==> src/design/skgc_pkg.sv <==
/*
  Constants for the sidetone, keyclick and gain soft-step control block:
  register indices, field positions, reset values and timing counts.
  Assumes a 50 MHz core clock and an APB master with 32-bit data.
*/
package skgc_pkg;

  // ==========================================================
  // Register indices, byte address is four times the index
  localparam logic [7:0] IDX_VOLUME  = 8'h02;
  localparam logic [7:0] IDX_SIDE    = 8'h03;
  localparam logic [7:0] IDX_CLICK   = 8'h04;
  localparam logic [7:0] IDX_IRQ_ST  = 8'h08;
  localparam logic [7:0] IDX_IRQ_CLR = 8'h09;
  localparam logic [7:0] IDX_IRQ_EN  = 8'h0A;

  // ==========================================================
  // Field positions
  localparam int SIDE_MUTE_BIT  = 15;
  localparam int SIDE_GAIN_LSB  = 8;
  localparam int SIDE_DONE_BIT  = 0;
  localparam int CLK_EN_BIT     = 15;
  localparam int CLK_AMP_LSB    = 12;
  localparam int CLK_FRQ_LSB    = 8;
  localparam int CLK_LEN_LSB    = 4;
  localparam int CLK_LDONE_BIT  = 3;
  localparam int CLK_RDONE_BIT  = 2;
  localparam int CLK_RATE_BIT   = 1;
  localparam int VOL_LEFT_LSB   = 8;
  localparam int VOL_RIGHT_LSB  = 0;

  // ==========================================================
  // Reset values and gain limits
  localparam logic [6:0]  SIDE_GAIN_RST  = 7'h45;
  localparam logic [6:0]  SIDE_GAIN_MAX  = 7'h5D;
  localparam logic [6:0]  SIDE_RSVD_ONES = 7'h7F;
  localparam logic [2:0]  CLK_AMP_RST    = 3'h4;
  localparam logic [2:0]  CLK_FRQ_RST    = 3'h4;
  localparam logic [3:0]  CLK_LEN_RST    = 4'h1;
  localparam logic [6:0]  VOL_RST        = 7'h7F;

  // ==========================================================
  // Interrupt status layout
  localparam int EV_SIDE  = 0;
  localparam int EV_LEFT  = 1;
  localparam int EV_RIGHT = 2;
  localparam int EV_CLICK = 3;
  localparam int EV_NUM   = 4;

  // ==========================================================
  // Timing
  localparam int CLK_HZ         = 50_000_000;
  localparam int BASE_TONE_DHZ  = 625;
  localparam int BASE_HALF_CYC  = (CLK_HZ * 10) / (2 * BASE_TONE_DHZ);

endpackage

==> src/design/skgc_step_if.sv <==
/*
  Carrier between the controller and one gain soft-step tracker.
  Assumes one tracker per DAC channel, all on core_clk.
*/
`timescale 1ns/1ps
interface skgc_step_if;
  logic [6:0] target;
  logic       target_wr;
  logic       step_tick;
  logic [6:0] applied;
  logic       done;

  modport ctl (output target, output target_wr, output step_tick,
               input applied, input done);
  modport trk (input target, input target_wr, input step_tick,
               output applied, output done);
endinterface

==> src/design/skgc_ctrl.sv <==
/*
  Sidetone, keyclick and DAC gain soft-step control with an APB slave,
  a sticky interrupt status and one level interrupt.
  Assumes frame_clock and st_zero_cross are synchronous to core_clk.
*/
// The APB slave port was decided locally.
`timescale 1ns/1ps
module skgc_ctrl
  import skgc_pkg::*;
#(
  parameter int CLICK_BASE_HALF = BASE_HALF_CYC
) (
  input  wire logic        core_clk,
  input  wire logic        rstn,
  input  wire logic        psel,
  input  wire logic        penable,
  input  wire logic        pwrite,
  input  wire logic [11:0] paddr,
  input  wire logic [31:0] pwdata,
  output logic [31:0]      prdata,
  output logic             pready,
  output logic             pslverr,
  input  wire logic        frame_clock,
  input  wire logic        st_zero_cross,
  output logic             sidetone_mute,
  output logic [6:0]       sidetone_gain_applied,
  output logic [6:0]       left_gain_applied,
  output logic [6:0]       right_gain_applied,
  output logic             click_tone,
  output logic [2:0]       click_amplitude,
  output logic             irq
);

  // ==========================================================
  // Bus decode
  logic [7:0] idx;
  wire        setup_ph;
  wire        acc_wr;
  wire        mapped;
  wire [15:0] wd;

  assign idx      = paddr[9:2];
  assign setup_ph = psel && !penable;
  assign acc_wr   = psel && penable && pwrite;
  assign wd       = pwdata[15:0];
  assign mapped   = (paddr[1:0] == 2'b00) && (paddr[11:10] == 2'b00) &&
                    ((idx == IDX_VOLUME) || (idx == IDX_SIDE) ||
                     (idx == IDX_CLICK) || (idx == IDX_IRQ_ST) ||
                     (idx == IDX_IRQ_CLR) || (idx == IDX_IRQ_EN));

  wire wr_vol    = acc_wr && mapped && (idx == IDX_VOLUME);
  wire wr_side   = acc_wr && mapped && (idx == IDX_SIDE);
  wire wr_click  = acc_wr && mapped && (idx == IDX_CLICK);
  wire wr_irqclr = acc_wr && mapped && (idx == IDX_IRQ_CLR);
  wire wr_irqen  = acc_wr && mapped && (idx == IDX_IRQ_EN);

  // ==========================================================
  // Control registers
  logic       mute_ff;
  logic [6:0] st_gain_ff;
  logic       click_en_ff;
  logic [2:0] amp_ff;
  logic [2:0] frq_ff;
  logic [3:0] len_ff;
  logic       rate_ff;
  logic [6:0] left_vol_ff;
  logic [6:0] right_vol_ff;
  logic       nxt_click_en;
  wire        click_done;

  assign nxt_click_en = (wr_click && wd[CLK_EN_BIT]) ? 1'b1 :
                        wr_click ? 1'b0 :
                        click_done ? 1'b0 : click_en_ff;

  always_ff @(posedge core_clk or negedge rstn) begin
    if (!rstn) begin
      mute_ff    <= 1'b1;
      st_gain_ff <= SIDE_GAIN_RST;
    end else if (wr_side) begin
      mute_ff    <= wd[SIDE_MUTE_BIT];
      st_gain_ff <= wd[SIDE_GAIN_LSB +: 7];
    end
  end

  always_ff @(posedge core_clk or negedge rstn) begin
    if (!rstn) begin
      amp_ff  <= CLK_AMP_RST;
      frq_ff  <= CLK_FRQ_RST;
      len_ff  <= CLK_LEN_RST;
      rate_ff <= 1'b0;
    end else if (wr_click) begin
      amp_ff  <= wd[CLK_AMP_LSB +: 3];
      frq_ff  <= wd[CLK_FRQ_LSB +: 3];
      len_ff  <= wd[CLK_LEN_LSB +: 4];
      rate_ff <= wd[CLK_RATE_BIT];
    end
  end

  always_ff @(posedge core_clk or negedge rstn) begin
    if (!rstn) begin
      click_en_ff <= 1'b0;
    end else begin
      click_en_ff <= nxt_click_en;
    end
  end

  always_ff @(posedge core_clk or negedge rstn) begin
    if (!rstn) begin
      left_vol_ff  <= VOL_RST;
      right_vol_ff <= VOL_RST;
    end else if (wr_vol) begin
      left_vol_ff  <= wd[VOL_LEFT_LSB +: 7];
      right_vol_ff <= wd[VOL_RIGHT_LSB +: 7];
    end
  end

  // ==========================================================
  // Sidetone gain applied at zero crossings
  logic [6:0] st_applied_ff;
  logic       st_done_ff;
  logic [6:0] nxt_st_applied;
  logic       nxt_st_done;

  assign nxt_st_applied = st_zero_cross ? st_gain_ff : st_applied_ff;
  assign nxt_st_done = wr_side ? 1'b0 : (nxt_st_applied == st_gain_ff);

  always_ff @(posedge core_clk or negedge rstn) begin
    if (!rstn) begin
      st_applied_ff <= SIDE_GAIN_RST;
      st_done_ff    <= 1'b0;
    end else begin
      st_applied_ff <= nxt_st_applied;
      st_done_ff    <= nxt_st_done;
    end
  end

  assign sidetone_gain_applied = (st_applied_ff > SIDE_GAIN_MAX) ?
                                 SIDE_GAIN_MAX : st_applied_ff;
  assign sidetone_mute = mute_ff;

  // ==========================================================
  // Frame clock step timing
  logic frame_prev_ff;
  logic half_rate_ff;
  wire  frame_rise;
  wire  step_tick;

  assign frame_rise = frame_clock && !frame_prev_ff;
  // every frame or every second frame
  assign step_tick  = frame_rise && (!rate_ff || half_rate_ff);

  always_ff @(posedge core_clk or negedge rstn) begin
    if (!rstn) begin
      frame_prev_ff <= 1'b0;
      half_rate_ff  <= 1'b0;
    end else begin
      frame_prev_ff <= frame_clock;
      if (frame_rise) begin
        half_rate_ff <= ~half_rate_ff;
      end
    end
  end

  // ==========================================================
  // Channel trackers
  skgc_step_if left_if ();
  skgc_step_if right_if ();

  assign left_if.target     = left_vol_ff;
  assign left_if.target_wr  = wr_vol;
  assign left_if.step_tick  = step_tick;
  assign right_if.target    = right_vol_ff;
  assign right_if.target_wr = wr_vol;
  assign right_if.step_tick = step_tick;

  skgc_gain_step u_left (
    .core_clk (core_clk),
    .rstn     (rstn),
    .st       (left_if.trk)
  );

  skgc_gain_step u_right (
    .core_clk (core_clk),
    .rstn     (rstn),
    .st       (right_if.trk)
  );

  assign left_gain_applied  = left_if.applied;
  assign right_gain_applied = right_if.applied;

  // ==========================================================
  // Keyclick tone
  skgc_click_gen #(
    .BASE_HALF (CLICK_BASE_HALF)
  ) u_click (
    .core_clk  (core_clk),
    .rstn      (rstn),
    .run       (click_en_ff),
    .freq_code (frq_ff),
    .len_code  (len_ff),
    .tone      (click_tone),
    .done      (click_done)
  );

  assign click_amplitude = amp_ff;

  // ==========================================================
  // Interrupt status, clear and enable
  logic [EV_NUM-1:0] irq_st_ff;
  logic [EV_NUM-1:0] irq_en_ff;
  logic              st_done_d_ff;
  logic              l_done_d_ff;
  logic              r_done_d_ff;
  logic [EV_NUM-1:0] events;
  logic [EV_NUM-1:0] clr_bits;
  logic [EV_NUM-1:0] nxt_irq_st;

  assign events[EV_SIDE]  = st_done_ff && !st_done_d_ff;
  assign events[EV_LEFT]  = left_if.done && !l_done_d_ff;
  assign events[EV_RIGHT] = right_if.done && !r_done_d_ff;
  assign events[EV_CLICK] = click_done;
  assign clr_bits   = wr_irqclr ? wd[EV_NUM-1:0] : '0;
  assign nxt_irq_st = (irq_st_ff & ~clr_bits) | events;

  always_ff @(posedge core_clk or negedge rstn) begin
    if (!rstn) begin
      irq_st_ff    <= '0;
      irq_en_ff    <= '0;
      st_done_d_ff <= 1'b0;
      l_done_d_ff  <= 1'b0;
      r_done_d_ff  <= 1'b0;
    end else begin
      irq_st_ff    <= nxt_irq_st;
      st_done_d_ff <= st_done_ff;
      l_done_d_ff  <= left_if.done;
      r_done_d_ff  <= right_if.done;
      if (wr_irqen) begin
        irq_en_ff <= wd[EV_NUM-1:0];
      end
    end
  end

  assign irq = |(irq_st_ff & irq_en_ff);

  // ==========================================================
  // Read data, captured in the setup phase
  logic [15:0] side_rd;
  logic [15:0] click_rd;
  logic [15:0] vol_rd;
  logic [15:0] rd_sel;
  logic [31:0] prdata_ff;
  logic        pslverr_ff;

  assign side_rd = {mute_ff, st_gain_ff, SIDE_RSVD_ONES, st_done_ff};
  assign click_rd = {click_en_ff, amp_ff, 1'b0, frq_ff, len_ff,
                     left_if.done, right_if.done, rate_ff, 1'b0};
  assign vol_rd   = {1'b0, left_vol_ff, 1'b0, right_vol_ff};

  assign rd_sel = (idx == IDX_SIDE)   ? side_rd :
                  (idx == IDX_CLICK)  ? click_rd :
                  (idx == IDX_VOLUME) ? vol_rd :
                  (idx == IDX_IRQ_ST) ? {12'h000, irq_st_ff} :
                  (idx == IDX_IRQ_EN) ? {12'h000, irq_en_ff} :
                  16'h0000;

  always_ff @(posedge core_clk or negedge rstn) begin
    if (!rstn) begin
      prdata_ff  <= 32'h00000000;
      pslverr_ff <= 1'b0;
    end else if (setup_ph) begin
      prdata_ff  <= (mapped && !pwrite) ? {16'h0000, rd_sel} :
                    32'h00000000;
      pslverr_ff <= !mapped;
    end
  end

  assign prdata  = prdata_ff;
  assign pslverr = pslverr_ff && psel && penable;
  assign pready  = 1'b1;

endmodule

==> src/design/skgc_gain_step.sv <==
/*
  Soft-step tracker: moves an applied 7-bit gain code one step toward its
  target on each step tick and reports when the two match.
  Assumes step_tick is a one-cycle pulse from the controller.
*/
`timescale 1ns/1ps
module skgc_gain_step
  import skgc_pkg::*;
(
  input  wire logic core_clk,
  input  wire logic rstn,
  skgc_step_if.trk  st
);

  logic [6:0] applied_ff;
  logic [6:0] nxt_applied;
  logic       done_ff;
  logic       nxt_done;
  wire        going_up = st.target > applied_ff;
  wire        going_dn = st.target < applied_ff;

  assign nxt_applied = !st.step_tick ? applied_ff :
                       going_up ? applied_ff + 7'h01 :
                       going_dn ? applied_ff - 7'h01 : applied_ff;
  // flag drops on a new target
  assign nxt_done = st.target_wr ? 1'b0 : (nxt_applied == st.target);

  always_ff @(posedge core_clk or negedge rstn) begin
    if (!rstn) begin
      applied_ff <= VOL_RST;
      done_ff    <= 1'b0;
    end else begin
      applied_ff <= nxt_applied;
      done_ff    <= nxt_done;
    end
  end

  assign st.applied = applied_ff;
  assign st.done    = done_ff;

endmodule

==> src/design/skgc_click_gen.sv <==
/*
  Keyclick square-tone generator: toggles the tone every half period and
  pulses done after 2 * (len_code + 1) whole periods.
  Assumes run stays high until done has been seen by the controller.
*/
`timescale 1ns/1ps
module skgc_click_gen
  import skgc_pkg::*;
#(
  parameter int BASE_HALF = BASE_HALF_CYC
) (
  input  wire logic       core_clk,
  input  wire logic       rstn,
  input  wire logic       run,
  input  wire logic [2:0] freq_code,
  input  wire logic [3:0] len_code,
  output logic            tone,
  output logic            done
);

  logic [19:0] cyc_ff;
  logic [6:0]  halves_ff;
  logic        tone_ff;
  logic [19:0] half_len;
  logic [6:0]  halves_all;
  wire         half_end;
  wire         last_half;

  assign half_len   = 20'(BASE_HALF >> freq_code);
  assign halves_all = {1'b0, len_code, 2'b00} + 7'h04;
  assign half_end   = run && (cyc_ff >= half_len - 20'h00001);
  assign last_half  = half_end && (halves_ff == halves_all - 7'h01);
  assign done       = last_half;

  always_ff @(posedge core_clk or negedge rstn) begin
    if (!rstn) begin
      cyc_ff    <= 20'h00000;
      halves_ff <= 7'h00;
      tone_ff   <= 1'b0;
    end else if (!run || last_half) begin
      cyc_ff    <= 20'h00000;
      halves_ff <= 7'h00;
      tone_ff   <= 1'b0;
    end else if (half_end) begin
      cyc_ff    <= 20'h00000;
      halves_ff <= halves_ff + 7'h01;
      tone_ff   <= ~tone_ff;
    end else begin
      cyc_ff    <= cyc_ff + 20'h00001;
    end
  end

  assign tone = tone_ff;

endmodule

==> config.mk <==
export PLATFORM = sky130hd
export DESIGN_NAME = skgc_ctrl
export DESIGN_NICKNAME = d
export VERILOG_FILES = /design/src/design/skgc_pkg.sv /design/src/design/skgc_step_if.sv /design/src/design/skgc_ctrl.sv /design/src/design/skgc_gain_step.sv /design/src/design/skgc_click_gen.sv
export SDC_FILE = /design/constraint.sdc
export NUM_CORES = 1
export LEC_CHECK = 0
export ABC_CLOCK_PERIOD_IN_PS = 6400
export BUFFER_PORTS_ARGS = -buffer_cell sky130_fd_sc_hd__buf_2
export CAP_MARGIN = 30
export CORE_ASPECT_RATIO = 1.5
export CORE_UTILIZATION = 30
export CTS_CLUSTER_SIZE = 24
export DETAILED_ROUTE_END_ITERATION = 8
export PLACE_DENSITY = 0.46
export SLEW_MARGIN = 20
export SYNTH_ARGS = -nofsm -noshare
export SYNTH_HDL_FRONTEND = slang
export SYNTH_HIERARCHICAL = 1
export SYNTH_SLANG_ARGS = --single-unit
==> constraint.sdc <==
create_clock -name core_clk -period 6.4 [get_ports core_clk]
set_input_delay 1.28 -clock core_clk [delete_from_list [all_inputs] [get_ports core_clk]]
set_output_delay 1.28 -clock core_clk [all_outputs]
set_load 0.02 [all_outputs]
==> flow_summary.yaml <==
status:
  status: "complete, no violations"
critical_path:
  critical-path-top-delay-family: "simple AND/OR/NAND/NOR gates"
  r2r_cells: 14
  regToRegSetupSlack_ps: 1970
  cp_slowest_cell: "dfrtp_1"
  required_ps: 6700
  cp.arrival_ps: 4720
  crit_chain: "inv_1 -> ha_1 -> or3_1 -> a21oi_1 -> nor3b_1 -> nor2_1 -> ha_1 -> nand4_1 -> nor2_1 -> a32oi_4 -> nand3_1 -> nor4b_1 -> nor2b_1 -> mux2_2"
  path_class: "register to register"
  cp.buffers_inverters: 1
  cp.depth: 14
  reg2reg_from: "frq_ff[1]"
  r2r-end: "click_en_ff"
  slowest_delay_ps: 600
  startpoint_type: "register"
  cp-end-kind: "register"
  critical_path_peak_fanout: 12
clocking:
  root_buffer: "clkbuf_16"
  cts_resized: 0
  max-clock-path-buffers: 2
  postCtsSetupBuffers: 0
  htreeDepth: 4
  cts-hold-fix-buffers: 0
  clk_pin_slew_ps: 60
  clk_latency_ps: 420
  tritoncts: "done"
  numCtsBuffers: 17
  clock_sinks: 116
sta:
  post-route-period-util_pct: 69.2
  fmax_ghz: 0.226
  max_slew.worst_pin.slew_ps: 882
  tns_ps: 0
  report.final.hold_viol_count: 0
  relSlewSlack_pct: 41.2
  rsz0062_at_grt: "false"
  setup_violations: 0
  fin_crit_ps: 4430
  report.final.slew_viol_count: 0
  finClkSkew_ps: 8.95
synth:
  synth-seq-cells: 116
  synth_flop_cell: "dfrtp_1"
  ys_seq_area_share_pct: 36.9
  ys_warn_count: 6
  netlist_instances: 800
  synth.area.top_cells: "dfrtp_1 (24%), dfstp_2 (12%), ha_1 (8.1%)"
  avgSynthCellArea_um2: 9.99
  synth_edf_count: 0
  yosys.area.top_type: "dfrtp_1"
  async_flop_share_pct: 100
  syn_area_mm2: 0.00799
  synth.distinct_cells: 84
  synth_top_area_share_pct: 24.4
hold_path:
  min-delay-path-class: "register to register"
  hold-path-endpoint: "r_done_d_ff"
  worstHoldStart: "u_right/st.done"
  min_path_cells: 0
layout:
  n_antenna_cell: 0
  mostFrequentLayoutCell: "dfrtp_1"
  drive_gt1_share_pct: 25.8
  final_util_pct: 35.9
  syn_to_final_growth_pct: 16.7
  final_cells: 1223
  fin_nets: 981
  fillers: 2699
  final_cell_mix: "dfrtp_1 (78), buf_2 (77), ha_1 (52)"
detailed_routing:
  routedWlPerCell_um: 17.7
  vias: 6328
  first_pass_iters: 5
  ant_nets: 0
  drcViolationCount: 0
  routed_via_density: 5.17
  drt_iter0_drc: 254
  routed_wl_um: 21600
global_routing:
  grt-ovfl-total: 0
  grt_max_degree: 65
  grt_pass1_wl_um: 34500
  first_global_vias: 6253
  antenna_found_initial: 0
  grt_usage_pct: 16.6
job:
  timing.max_cap.violations: 0
placed_design:
  gp_congestion: 0.804
  post-place-cells: 1190
  place_hpwl_um: 16100
  numPortBuffers: 78
power_and_ir_drop:
  leakage_nw: 4.07
  p_per_area_mw_per_mm2: 284
  ir_drop_uv: 190
  p_total_mw: 2.65
floorplanning:
  die_width_um: 135
  die_area_mm2: 0.0273
  die_h_um: 202
  rows: 72
  start_util_pct: 30.8
  core-area_mm2: 0.0259
  io_pins: 112
==> Yosys cell counts, types with 18 or more instances <==
cell and count:
nand3_1 28, ha_1 52, a21oi_1 36, nand2_1 47
xnor2_1 38, nor3_1 24, mux2_2 37, dfstp_2 38
nor2_1 51, inv_1 40, dfrtp_1 78, o21ai_0 28
buf_4 18
==> through the flow <==
| stage | instance area (um2) | hold WS, ps | worst slack, ps |
|---|---|---|---|
| global placement | 8630 | 394 | 1980 |
| floorplan | 8050 | 374 | 2530 |
| CTS | 9310 | 415 | 1930 |
| finish | 9330 | 419 | 1970 |
| global route | 9330 | 431 | 1660 |
| detailed placement | 8640 | 404 | 1950 |
==> kinds of logic (layout without fill, tap and decap cells) <==
| logic type | Yosys count | count (layout) | share of synthesized area [%] |
|---|---|---|---|
| muxes | 56 | 56 | 7.88 |
| and+or+nand+nor | 270 | 270 | 19.4 |
| xor gates and xnor gates | 57 | 57 | 6.78 |
| DFF | 116 | 116 | 36.9 |
| adders and majority gates | 53 | 53 | 8.39 |
| buffers and inverters | 80 | 155 | 4.95 |
| other | 2 | 17 | 0.0940 |
| AOI/OAI and AO/OA | 166 | 166 | 15.6 |
==> metal layers <==
| metal | global-route usage (%) | part of all wire (%) | vias to the layer above |
|---|---|---|---|
| met5 | 0 | 0 | - |
| met4 | 6.66 | 2.2 | 0 |
| met3 | 3.03 | 3.2 | 26 |
| met2 | 29.9 | 53 | 153 |
| met1 | 18.9 | 41 | 3111 |
| li1 | - | - | 3038 |
==> registers in the layout (all words and copies together), names as in the netlist, 3 cells and up <==
name	count
st_applied_ff	7
click_amplitude	3
irq_en_ff	4
u_click/cyc_ff	20
u_left/st.applied	7
irq_st_ff	4
right_if.target	7
len_ff	4
u_right/st.applied	7
frq_ff	3
left_if.target	7
prdata	16
u_click/halves_ff	7
st_gain_ff	7
==> area by class of cell <==
class | count | area (um2) | share of cell area [%]
clock buffers | 18 | 429 | 4.60
inverters | 40 | 150 | 1.61
repair buffers | 83 | 443 | 4.75
well taps | 333 | 417 | 4.47
flip-flops and latches | 116 | 2950 | 31.6
multi-input cells | 619 | 4700 | 50.4
clock inverters | 14 | 234 | 2.51
==> worst max path at each step <==
stage                   to  slack [ps]       from
5_1_grt        click_en_ff        1660  frq_ff[1]
6_report       click_en_ff        1970  frq_ff[1]
3_5_place_dp   click_en_ff        1950  frq_ff[1]
2_1_floorplan  click_en_ff        2530  frq_ff[0]
3_3_place_gp   click_en_ff        1980  frq_ff[1]
4_1_cts        click_en_ff        1930  frq_ff[1]
==> power by group <==
group          switching (mW)  leakage (nW)  internal [mW]
Sequential             0.0888          1.46          0.820
Combinational           0.386          2.28          0.269
Clock                   0.355         0.324          0.728
Total                   0.830          4.07           1.82
No activity file was read; power rests on OpenSTA's default activity.
